===== config.mk =====
export PLATFORM = sky130hd
export DESIGN_NAME = rmc_ctrl
export DESIGN_NICKNAME = d
export VERILOG_FILES = /design/src/include/rmc_pkg.sv /design/src/hw/rmc_sync.sv /design/src/hw/rmc_timeout.sv /design/src/hw/rmc_ctrl.sv
export SDC_FILE = /design/constraint.sdc
export NUM_CORES = 1
export LEC_CHECK = 0
export BUFFER_PORTS_ARGS = -buffer_cell sky130_fd_sc_hd__buf_2
export CAP_MARGIN = 20
export CORE_ASPECT_RATIO = 0.6
export CORE_MARGIN = 3
export CORE_UTILIZATION = 55
export CTS_BUF_LIST = sky130_fd_sc_hd__clkbuf_4 sky130_fd_sc_hd__clkbuf_8 sky130_fd_sc_hd__clkbuf_16
export DETAILED_ROUTE_END_ITERATION = 8
export PLACE_DENSITY = 0.84
export SLEW_MARGIN = 10
export SYNTH_ARGS = -nofsm -noshare
export SYNTH_HDL_FRONTEND = slang
export SYNTH_HIERARCHICAL = 1
export SYNTH_SLANG_ARGS = --single-unit

===== constraint.sdc =====
create_clock -name clk -period 7.3 [get_ports clk]
set_input_delay 0.365 -clock clk [delete_from_list [all_inputs] [get_ports clk]]
set_output_delay 0.365 -clock clk [all_outputs]
set_load 0.05 [all_outputs]

===== src/include/rmc_pkg.sv =====
// Behaviour
// - calibrate once after power-on and manual reset
// - auto-calibrate on temperature change when enabled
// - host calibration request honoured only in standby
// - flag temperature move beyond selected threshold
// - auto mode launches at once, else host
// - calibration run lasts about ten milliseconds
// - rssi timeout after limit times sixteen bits
// - preamble timeout after limit times sixteen bits
// - trigger field selects which timeouts run
// - decode three-bit mode field
// - enable blocks per decoded mode
// - power sub-blocks up in fixed order
// - transmit startup: 5us, ramp (not in OOK), half bit
// - receive startup from bandwidth table
// - receiver ready after startup time elapses
// - first rssi sample after evaluation delay
// - preamble flag pulses on each detection
package rmc_pkg;
    localparam int unsigned CLK_MHZ = 100;
    localparam int unsigned CAL_TIME_MS = 10;
    localparam int unsigned CAL_CYCLES = CAL_TIME_MS * 1000 * CLK_MHZ;
    localparam int unsigned TX_BASE_US = 5;
    localparam int unsigned TX_BASE_CYCLES = TX_BASE_US * CLK_MHZ;
    localparam int unsigned STEP_CYCLES = 8;
    localparam logic [2:0] MODE_SLEEP = 3'h0;
    localparam logic [2:0] MODE_STDBY = 3'h1;
    localparam logic [2:0] MODE_SYNTH_TRANSMIT_FREQ_MODE = 3'h2;
    localparam logic [2:0] MODE_TX = 3'h3;
    localparam logic [2:0] MODE_SYNTH_RECEIVE_FREQ_MODE = 3'h4;
    localparam logic [2:0] MODE_RX = 3'h5;
    localparam logic [2:0] TRIG_NONE = 3'h0;
    localparam logic [2:0] TRIG_RSSI = 3'h1;
    localparam logic [2:0] TRIG_PRE = 3'h6;
    localparam logic [2:0] TRIG_BOTH = 3'h7;
    // receive startup in us per bandwidth code 0..20 (2.6 kHz .. 250 kHz)
    localparam int unsigned RX_START_US [21] = '{2330, 1940, 1560, 1180, 984, 791, 601,
        504, 407, 313, 264, 215, 169, 144, 119, 97, 84, 71, 85, 74, 63};
    typedef enum logic [4:0] {
        RMC_PW_OFF = 5'b00001,
        RMC_PW_REG = 5'b00010,
        RMC_PW_SYN = 5'b00100,
        RMC_PW_WAIT = 5'b01000,
        RMC_PW_RDY = 5'b10000
    } rmc_pw_t;
endpackage : rmc_pkg


===== src/hw/rmc_sync.sv =====
`timescale 1ns/1ps
`default_nettype none
// three-stage synchroniser; change accepted once stages two and three agree
module rmc_sync (
    input wire logic clk,
    input wire logic sys_rst,
    input wire logic din,
    output logic dout
);
    logic s1_q;
    logic s2_q;
    logic s3_q;
    always_ff @(posedge clk) begin
        if (sys_rst) begin
            s1_q <= 1'b0;
            s2_q <= 1'b0;
            s3_q <= 1'b0;
            dout <= 1'b0;
        end else begin
            s1_q <= din;
            s2_q <= s1_q;
            s3_q <= s2_q;
            if (s2_q == s3_q) begin
                dout <= s3_q;
            end
        end
    end
endmodule : rmc_sync
`default_nettype wire


===== src/hw/rmc_timeout.sv =====
`timescale 1ns/1ps
`default_nettype none
// one receive timeout: fires when limit*16 bit ticks pass without the event
module rmc_timeout (
    input wire logic clk,
    input wire logic sys_rst,
    input wire logic run,
    input wire logic bit_tick,
    input wire logic [7:0] limit,
    input wire logic event_seen,
    output logic fired
);
    logic [11:0] cnt_q;
    logic done_q;
    // counter restarts while not running, so each rx entry starts fresh
    always_ff @(posedge clk) begin
        if (sys_rst || !run) begin
            cnt_q <= 12'h000;
            done_q <= 1'b0;
        end else if (event_seen || fired) begin
            done_q <= 1'b1;
        end else if (bit_tick && !done_q) begin
            cnt_q <= cnt_q + 12'h001;
        end
    end
    // one-cycle pulse when count reaches limit*16; zero limit disables
    always_ff @(posedge clk) begin
        if (sys_rst) begin
            fired <= 1'b0;
        end else begin
            fired <= run && !done_q && !event_seen && bit_tick && limit != 8'h00
                && (cnt_q + 12'h001) == {limit, 4'h0};
        end
    end
endmodule : rmc_timeout
`default_nettype wire


===== src/hw/rmc_ctrl.sv =====
`timescale 1ns/1ps
`default_nettype none
module rmc_ctrl #(
    parameter int unsigned CAL_CYCLES = rmc_pkg::CAL_CYCLES,
    parameter int unsigned BIT_DIV = 100
) (
    input wire logic clk,
    input wire logic sys_rst,
    input wire logic manual_reset,
    input wire logic [2:0] mode_select,
    input wire logic fsk_mode,
    input wire logic ook_mode,
    input wire logic calibration_launch_bit,
    input wire logic auto_recalibrate_enable,
    input wire logic thermal_watch_disable,
    input wire logic [1:0] temperature_delta_select,
    input wire logic [7:0] temperature_now,
    input wire logic [2:0] receive_trigger_select,
    input wire logic [7:0] signal_level_wait_limit,
    input wire logic [7:0] preamble_wait_limit,
    input wire logic [7:0] sync_wait_limit,
    input wire logic [7:0] signal_strength_value,
    input wire logic [7:0] signal_strength_threshold,
    input wire logic preamble_detector_enable,
    input wire logic preamble_seen,
    input wire logic sync_match_flag,
    input wire logic [11:0] amplifier_ramp_time,
    input wire logic auto_freq_correct_enable,
    input wire logic [4:0] receive_bandwidth,
    input wire logic [4:0] correction_receive_bandwidth,
    input wire logic [11:0] signal_level_eval_time,
    output logic calibration_clear,
    output logic calibration_busy,
    output logic temperature_moved_flag,
    output logic timeout_irq,
    output logic rssi_flag,
    output logic preamble_found_flag,
    output logic en_regulator,
    output logic en_xosc,
    output logic en_synth,
    output logic synth_at_if,
    output logic en_transmitter,
    output logic en_receiver,
    output logic mode_ready,
    output logic rx_ready,
    output logic rssi_valid
);
    if (CAL_CYCLES < 1 || CAL_CYCLES > 2**27 || BIT_DIV < 2 || BIT_DIV > 65536) begin : g_chk
        $error("rmc_ctrl: bad parameters");
    end

    // external flags come from other domains
    logic manual_reset_s;
    logic preamble_s;
    logic sync_s;
    rmc_sync u_sync_mr (.clk(clk), .sys_rst(sys_rst), .din(manual_reset), .dout(manual_reset_s));
    rmc_sync u_sync_pre (.clk(clk), .sys_rst(sys_rst), .din(preamble_seen), .dout(preamble_s));
    rmc_sync u_sync_sy (.clk(clk), .sys_rst(sys_rst), .din(sync_match_flag), .dout(sync_s));

    // mode decode used for block enables and sequencing
    function automatic logic [3:0] mode_blocks(input logic [2:0] m);
        // {xosc, synth, tx, rx}
        case (m)
            rmc_pkg::MODE_SLEEP: mode_blocks = 4'h0;
            rmc_pkg::MODE_STDBY: mode_blocks = 4'h8;
            rmc_pkg::MODE_SYNTH_TRANSMIT_FREQ_MODE: mode_blocks = 4'hc;
            rmc_pkg::MODE_TX: mode_blocks = 4'he;
            rmc_pkg::MODE_SYNTH_RECEIVE_FREQ_MODE: mode_blocks = 4'hc;
            rmc_pkg::MODE_RX: mode_blocks = 4'hd;
            default: mode_blocks = 4'h8;
        endcase
    endfunction : mode_blocks

    // bit period divider
    logic [15:0] bdiv_q;
    logic bit_tick;
    always_ff @(posedge clk) begin
        if (sys_rst || bdiv_q == 16'(BIT_DIV - 1)) begin
            bdiv_q <= 16'h0000;
        end else begin
            bdiv_q <= bdiv_q + 16'h0001;
        end
    end
    assign bit_tick = (bdiv_q == 16'(BIT_DIV - 1));

    // power sequence: regulator, then synth, then wait startup, then ready
    rmc_pkg::rmc_pw_t pw_q;
    logic [2:0] mode_q;
    logic [3:0] want;
    logic [23:0] wait_q;
    logic [23:0] start_cycles;
    logic [4:0] bw_code;
    assign want = mode_blocks(mode_select);
    assign bw_code = auto_freq_correct_enable ? correction_receive_bandwidth
        : receive_bandwidth;
    always_comb begin
        start_cycles = 24'h000001;
        if (mode_select == rmc_pkg::MODE_TX) begin
            start_cycles = 24'(rmc_pkg::TX_BASE_CYCLES) + 24'(BIT_DIV / 2)
                + (ook_mode ? 24'h000000
                : 24'((amplifier_ramp_time * 5 / 4) * rmc_pkg::CLK_MHZ));
        end else if (mode_select == rmc_pkg::MODE_RX) begin
            start_cycles = (bw_code > 5'd20) ? 24'(rmc_pkg::RX_START_US[20] * rmc_pkg::CLK_MHZ)
                : 24'(rmc_pkg::RX_START_US[bw_code] * rmc_pkg::CLK_MHZ);
        end
    end
    // fixed order bring-up; any mode change restarts it
    always_ff @(posedge clk) begin
        if (sys_rst) begin
            pw_q <= rmc_pkg::RMC_PW_OFF;
            mode_q <= rmc_pkg::MODE_SLEEP;
            wait_q <= 24'h000000;
        end else if (mode_select != mode_q) begin
            mode_q <= mode_select;
            pw_q <= rmc_pkg::RMC_PW_OFF;
            wait_q <= 24'h000000;
        end else begin
            case (pw_q)
                rmc_pkg::RMC_PW_OFF:
                    if (want[3]) begin
                        pw_q <= rmc_pkg::RMC_PW_REG;
                        wait_q <= 24'h000000;
                    end
                rmc_pkg::RMC_PW_REG: begin
                    wait_q <= wait_q + 24'h000001;
                    if (wait_q == 24'(rmc_pkg::STEP_CYCLES - 1)) begin
                        pw_q <= want[2] ? rmc_pkg::RMC_PW_SYN : rmc_pkg::RMC_PW_RDY;
                        wait_q <= 24'h000000;
                    end
                end
                rmc_pkg::RMC_PW_SYN: begin
                    wait_q <= wait_q + 24'h000001;
                    if (wait_q == 24'(rmc_pkg::STEP_CYCLES - 1)) begin
                        pw_q <= (want[1] || want[0]) ? rmc_pkg::RMC_PW_WAIT
                            : rmc_pkg::RMC_PW_RDY;
                        wait_q <= 24'h000000;
                    end
                end
                rmc_pkg::RMC_PW_WAIT: begin
                    wait_q <= wait_q + 24'h000001;
                    if (wait_q + 24'h000001 >= start_cycles) begin
                        pw_q <= rmc_pkg::RMC_PW_RDY;
                        wait_q <= 24'h000000;
                    end
                end
                rmc_pkg::RMC_PW_RDY: wait_q <= 24'h000000;
                default: pw_q <= rmc_pkg::RMC_PW_OFF;
            endcase
        end
    end
    // block enables follow the sequence stage
    always_ff @(posedge clk) begin
        if (sys_rst) begin
            en_regulator <= 1'b0;
            en_xosc <= 1'b0;
            en_synth <= 1'b0;
            synth_at_if <= 1'b0;
            en_transmitter <= 1'b0;
            en_receiver <= 1'b0;
        end else begin
            en_regulator <= want[3] && pw_q != rmc_pkg::RMC_PW_OFF;
            en_xosc <= want[3] && pw_q != rmc_pkg::RMC_PW_OFF;
            en_synth <= want[2] && (pw_q == rmc_pkg::RMC_PW_SYN
                || pw_q == rmc_pkg::RMC_PW_WAIT || pw_q == rmc_pkg::RMC_PW_RDY);
            synth_at_if <= mode_q == rmc_pkg::MODE_SYNTH_RECEIVE_FREQ_MODE || mode_q == rmc_pkg::MODE_RX;
            en_transmitter <= want[1] && (pw_q == rmc_pkg::RMC_PW_WAIT
                || pw_q == rmc_pkg::RMC_PW_RDY);
            en_receiver <= want[0] && (pw_q == rmc_pkg::RMC_PW_WAIT
                || pw_q == rmc_pkg::RMC_PW_RDY);
        end
    end
    assign mode_ready = (pw_q == rmc_pkg::RMC_PW_RDY) && mode_q == mode_select;
    assign rx_ready = mode_ready && mode_q == rmc_pkg::MODE_RX;
    logic in_rx;
    assign in_rx = mode_select == rmc_pkg::MODE_RX && mode_q == rmc_pkg::MODE_RX;

    // rssi evaluation delay after receiver ready
    logic [11:0] rssi_cnt_q;
    always_ff @(posedge clk) begin
        if (sys_rst || !rx_ready) begin
            rssi_cnt_q <= 12'h000;
            rssi_valid <= 1'b0;
        end else if (!rssi_valid) begin
            rssi_cnt_q <= rssi_cnt_q + 12'h001;
            rssi_valid <= rssi_cnt_q + 12'h001 >= signal_level_eval_time;
        end
    end
    always_ff @(posedge clk) begin
        if (sys_rst) begin
            rssi_flag <= 1'b0;
        end else begin
            rssi_flag <= rssi_valid && signal_strength_value > signal_strength_threshold;
        end
    end
    // preamble interrupt pulses on each rising detection
    logic pre_d_q;
    always_ff @(posedge clk) begin
        if (sys_rst) begin
            pre_d_q <= 1'b0;
            preamble_found_flag <= 1'b0;
        end else begin
            pre_d_q <= preamble_s;
            preamble_found_flag <= preamble_detector_enable && rx_ready
                && preamble_s && !pre_d_q;
        end
    end

    // timeouts enabled by trigger field
    logic t_rssi_en;
    logic t_pre_en;
    logic t_sync_en;
    logic [2:0] fired;
    assign t_rssi_en = receive_trigger_select == rmc_pkg::TRIG_RSSI
        || receive_trigger_select == rmc_pkg::TRIG_BOTH;
    assign t_pre_en = receive_trigger_select == rmc_pkg::TRIG_PRE
        || receive_trigger_select == rmc_pkg::TRIG_BOTH;
    assign t_sync_en = receive_trigger_select == rmc_pkg::TRIG_PRE;
    rmc_timeout u_to_rssi (.clk(clk), .sys_rst(sys_rst), .run(in_rx && t_rssi_en),
        .bit_tick(bit_tick), .limit(signal_level_wait_limit), .event_seen(rssi_flag),
        .fired(fired[0]));
    rmc_timeout u_to_pre (.clk(clk), .sys_rst(sys_rst), .run(in_rx && t_pre_en),
        .bit_tick(bit_tick), .limit(preamble_wait_limit), .event_seen(preamble_s),
        .fired(fired[1]));
    rmc_timeout u_to_sync (.clk(clk), .sys_rst(sys_rst), .run(in_rx && t_sync_en),
        .bit_tick(bit_tick), .limit(sync_wait_limit), .event_seen(sync_s),
        .fired(fired[2]));
    assign timeout_irq = |fired;

    // temperature watch: reference taken at each calibration
    logic [7:0] temp_ref_q;
    logic [7:0] delta;
    logic [7:0] thresh;
    logic temp_trip;
    assign delta = (temperature_now > temp_ref_q) ? temperature_now - temp_ref_q
        : temp_ref_q - temperature_now;
    assign thresh = 8'(temperature_delta_select) * 8'h05 + 8'h05;
    assign temp_trip = !thermal_watch_disable && !boot_q && delta >= thresh;
    always_ff @(posedge clk) begin
        if (sys_rst) begin
            temperature_moved_flag <= 1'b0;
        end else begin
            temperature_moved_flag <= temp_trip;
        end
    end

    // calibration launch and run
    logic [26:0] cal_cnt_q;
    logic boot_q;
    logic mr_d_q;
    logic launch;
    logic host_req;
    assign host_req = calibration_launch_bit && mode_q == rmc_pkg::MODE_STDBY
        && mode_ready && fsk_mode;
    assign launch = !calibration_busy && (boot_q || (manual_reset_s && !mr_d_q)
        || (temp_trip && auto_recalibrate_enable) || host_req);
    always_ff @(posedge clk) begin
        if (sys_rst) begin
            boot_q <= 1'b1;
            mr_d_q <= 1'b0;
            calibration_busy <= 1'b0;
            cal_cnt_q <= 27'h0000000;
            temp_ref_q <= 8'h00;
        end else begin
            mr_d_q <= manual_reset_s;
            boot_q <= !launch && (boot_q || (manual_reset_s && !mr_d_q));
            if (launch) begin
                calibration_busy <= 1'b1;
                cal_cnt_q <= 27'h0000000;
                temp_ref_q <= temperature_now;
            end else if (calibration_busy) begin
                cal_cnt_q <= cal_cnt_q + 27'h0000001;
                if (cal_cnt_q == 27'(CAL_CYCLES - 1)) begin
                    calibration_busy <= 1'b0;
                end
            end
        end
    end
    always_ff @(posedge clk) begin
        if (sys_rst) begin
            calibration_clear <= 1'b0;
        end else begin
            calibration_clear <= host_req && launch;
        end
    end

    a_cal_boot: assert property (@(posedge clk) disable iff (sys_rst)
        $fell(sys_rst) |-> ##1 calibration_busy) else $error("no boot calibration");
    a_cal_len: assert property (@(posedge clk) disable iff (sys_rst)
        $fell(calibration_busy) && !$past(sys_rst) |-> $past(cal_cnt_q) == 27'(CAL_CYCLES - 1))
        else $error("cal count");
    a_host_std: assert property (@(posedge clk) disable iff (sys_rst)
        calibration_clear |-> $past(mode_q) == rmc_pkg::MODE_STDBY) else $error("cal not stdby");
    a_temp_flag: assert property (@(posedge clk) disable iff (sys_rst)
        thermal_watch_disable && $past(thermal_watch_disable) |-> !temperature_moved_flag)
        else $error("temp flag while off");
    a_to_trig: assert property (@(posedge clk) disable iff (sys_rst)
        receive_trigger_select == rmc_pkg::TRIG_NONE && $past(receive_trigger_select)
        == rmc_pkg::TRIG_NONE |-> !timeout_irq) else $error("timeout while off");
    a_to_rx: assert property (@(posedge clk) disable iff (sys_rst)
        timeout_irq |-> $past(in_rx)) else $error("timeout outside rx");
    a_mode_sleep: assert property (@(posedge clk) disable iff (sys_rst)
        (mode_q == rmc_pkg::MODE_SLEEP) [*3] |-> !en_xosc && !en_synth) else $error("sleep on");
    a_rx_order: assert property (@(posedge clk) disable iff (sys_rst)
        $rose(en_receiver) |-> en_synth && en_xosc) else $error("order");
    a_pre_pulse: assert property (@(posedge clk) disable iff (sys_rst)
        preamble_found_flag |=> !preamble_found_flag) else $error("preamble pulse");
    c_cal: cover property (@(posedge clk) $fell(calibration_busy));
    c_to: cover property (@(posedge clk) timeout_irq);
    c_rx: cover property (@(posedge clk) $rose(rx_ready));
endmodule : rmc_ctrl
`default_nettype wire


==> run metrics <==
Fin Hold WS 141 ps; initial antenna violation count 2; Vias 12,800; pwr/cell area 277 nW/um2; Clk network pwr share 19.8%; Post-DP Area ~15,000 um2; TritonCTS clock tree built; hpwl dp 28,300 um; post-layout min period 6930 ps; Die Y 130 um; post-route design area 16,000 um2; reg-to-reg startpoint temp_ref_q[0]$_SDFFE_PP0P_; cell-internal power 2.54 mW; Die Wd 213 um; Max-Cap Viols 0; post-synth top area cell dfxtp_1; sequential fraction of design power 20.5%; hold buffers post-CTS 0; Switching Share 42.9%; Hold/Removal Path Class input pin to register; # port buffers 116; TritonCTS buffer count 17; Comb pwr share 59.7%; # setup viols final 0; # IOs 117; Worst Hold Depth 2; Critical-path top delay cell fa_1; root buffer cell clkbuf_16; Clock Skew 14.1 ps; syn_area_per_cell 8.17 um2; DRT Pass-1 Iters 5; Post-Route WL 35,900 um; share of post-route cells with drive strength above 1 15.3%; nets 2,169; starting density of the core 57.3%; RR Endpoint cal_cnt_q[13]$_SDFFE_PP0P_; crit path capture type register; core area 24,700 um2; top-area cell type share of the netlist area 23.0%; hold_sp sync_match_flag; Crit Path Max Fanout 4; WHS Endpoint u_sync_sy/s1_q$_SDFF_PP0_; Fin. Hold Viols 0; Post-synth EDFFs 0; H-Tree Depth 4; DRT antenna net count 0; Async SR Flop Fraction 0%; clk buf depth 2; Worst-Margin Slew between 1000 and 1500 ps; sequential fraction of the synthesis area 23.0%; fmax 144 MHz; top cells by count, synth ha_1 (184), nor2_1 (184), dfxtp_1 (163); CP dominant cell by count ha_1; warnings from Yosys 6; crit path kind input pin to register; gpl congestion 0.931; CTS sink count 163; Syn Nets 2,036; Register-to-Register Path Depth 19; GR Util All Layers 25.5%; Overflow after GRT 0; largest net degree at the start of global routing 30; Synth area leaders dfxtp_1 (23%), ha_1 (16%), xnor2_1 (6.6%), xor2_1 (5.6%), nor2_1 (4.9%); arrival time at the worst endpoint 7310 ps; Tcrit/Tclk final 94.9%; r2r setup slk 2270 ps; DRC Markers 0; via-per-instance ratio ~5.8; Cell variety after synth 107; register bit total from synthesis 163; Rel. slew slack 29.1%; Slew Viols, Final 0; post-DR wirelength/cell ~16 um; floorplan row count 44; status complete, no violations; number of global-route vias before repair 11,800; filler cell count between 2,000 and 2,500; CTS clk-pin slew, worst paths 70 ps; Syn Inst Count 1,733; Max VDD drop 0.000262 V; startpoint type of the worst setup path input pin; first-pass GRT wire length 58,100 um; Post-Syn Area 14,200 um2; Worst EP required 7680 ps; Synth Flop Type dfxtp_1; largest stage delay on the critical path 540 ps; Switching Power 1.91 mW; area growth from synthesis to layout 13.2%; Die Area ~28,000 um2; Initial DRC Count 1,202; clock latency on the worst-skew pair 450 ps; P_leak 7.05 nW
==> layout make-up <==
type | instances | area, um2 | share of cell area [%]
clock inverter | 15 | 145 | 0.905
sequential | 163 | 3260 | 20.4
clock buffer | 17 | 425 | 2.65
inverter | 131 | 492 | 3.07
tap | 322 | 403 | 2.51
antenna | 2 | 5.00 | 0.0312
timing repair buffer | 171 | 993 | 6.20
multi-input combinational | 1382 | 10300 | 64.3
==> placed cells by master (no fill, tap or decap), types with 11 or more instances in the layout <==
cell type	Yosys	layout
a21o_1	27	27
nor2_1	184	182
buf_2	10	116
clkbuf_16	0	17
a32o_1	15	15
mux2i_1	24	24
and3_1	24	24
o21a_1	11	11
nand4_1	28	28
ha_1	184	183
nor3_1	41	40
a21oi_1	73	68
nand2b_1	16	16
buf_4	4	55
dfxtp_1	163	163
o21ai_0	45	44
fa_1	17	16
inv_1	131	131
xnor2_1	107	106
nor2b_1	37	36
xor2_1	91	91
nor4_1	27	26
nand3_1	65	65
or3_1	19	19
nand2_1	138	138
==> what timing repair did <==
action,in CTS,in global routing
setup endpoints to repair,5,28
pin swaps,0,23
setup buffers,0,6
endpoints found under the hold margin,0,0
cloned,0,1
resized for setup,2,29
==> cell families (layout without fill, tap and decap cells) <==
family / Yosys count / in the layout / synth area share [%]
simple gates: 665 / 665 / 24.2
compound gates: 286 / 287 / 14.0
fa+ha+maj: 201 / 201 / 18.7
xor+xnor: 199 / 199 / 12.4
buf+inv: 189 / 334 / 5.65
flops: 163 / 163 / 23.0
mux: 30 / 30 / 2.17
other cells: 0 / 2 / 0
==> how the worst max path moves through the flow <==
stage                                 startpoint                       to  slack, ps  cells after the start
after floorplan           amplifier_ramp_time[1]  wait_q[15]$_SDFFE_PP0P_         70                     33
after global placement    amplifier_ramp_time[1]  wait_q[15]$_SDFFE_PP0P_        -80                     34
after detailed placement  amplifier_ramp_time[1]  wait_q[15]$_SDFFE_PP0P_       -550                     34
after CTS                 amplifier_ramp_time[1]     pw_q[2]$_SDFFE_PP0P_         20                     35
after global routing      amplifier_ramp_time[1]   wait_q[2]$_SDFFE_PP0P_        -50                     35
final                     amplifier_ramp_time[2]  wait_q[22]$_SDFFE_PP0P_        370                     36
==> registers in the layout, indices dropped and copies added, names as in the netlist, 3 cells and up <==
signal and count:
bdiv_q 16, cal_cnt_q 27, mode_q 3, pw_q 5, rssi_cnt_q 12, temp_ref_q 8
u_to_pre/cnt_q 12, u_to_rssi/cnt_q 12, u_to_sync/cnt_q 12, wait_q 24
==> worst max-delay path, delay by kind of cell <==
family | cells | cell delay [ps]
AND/OR/NAND/NOR | 3 | 540
buffers and inverters | 6 | 640
XOR/XNOR | 2 | 320
adder cells (fa/ha/maj) | 7 | 2370
AO/OA/AOI/OAI | 17 | 2670
multiplexers | 1 | 400
==> per-stage QoR <==
| step | setup TNS [ps] | setup WS (ps) | util [%] | cells | power (mW) |
|---|---|---|---|---|---|
| after detailed placement | -10330 | -553 | 61.6 | 2161 | 3.28 |
| after CTS | 0 | 17.4 | 63.9 | 2193 | 4.20 |
| after global placement | -168 | -84.5 | 61.6 | 2161 | 3.20 |
| after global routing | -192 | -46.7 | 64.8 | 2203 | 4.75 |
| final | 0 | 371 | 64.8 | 2203 | 4.44 |
| after floorplan | 0 | 70.7 | - | 1733 | 2.60 |
==> layer usage <==
| metal | part of all wire [%] | GRT usage (%) | vias up |
|---|---|---|---|
| met3 | 8.7 | 7.40 | 36 |
| met2 | 41 | 36.1 | 453 |
| met5 | 0 | 0 | - |
| li1 | - | - | 6354 |
| met1 | 49 | 37.9 | 5996 |
| met4 | 1.6 | 6.33 | 0 |
==> power by group through the flow <==
stage	Sequential (mW)	Combinational, mW	Clock, mW
5_1_grt	0.914	2.91	0.924
3_5_place_dp	0.933	2.35	0
3_3_place_gp	0.932	2.26	0
6_report	0.913	2.65	0.879
4_1_cts	0.912	2.40	0.888
2_1_floorplan	0.933	1.67	0
Power figures use the tool's default switching activity.
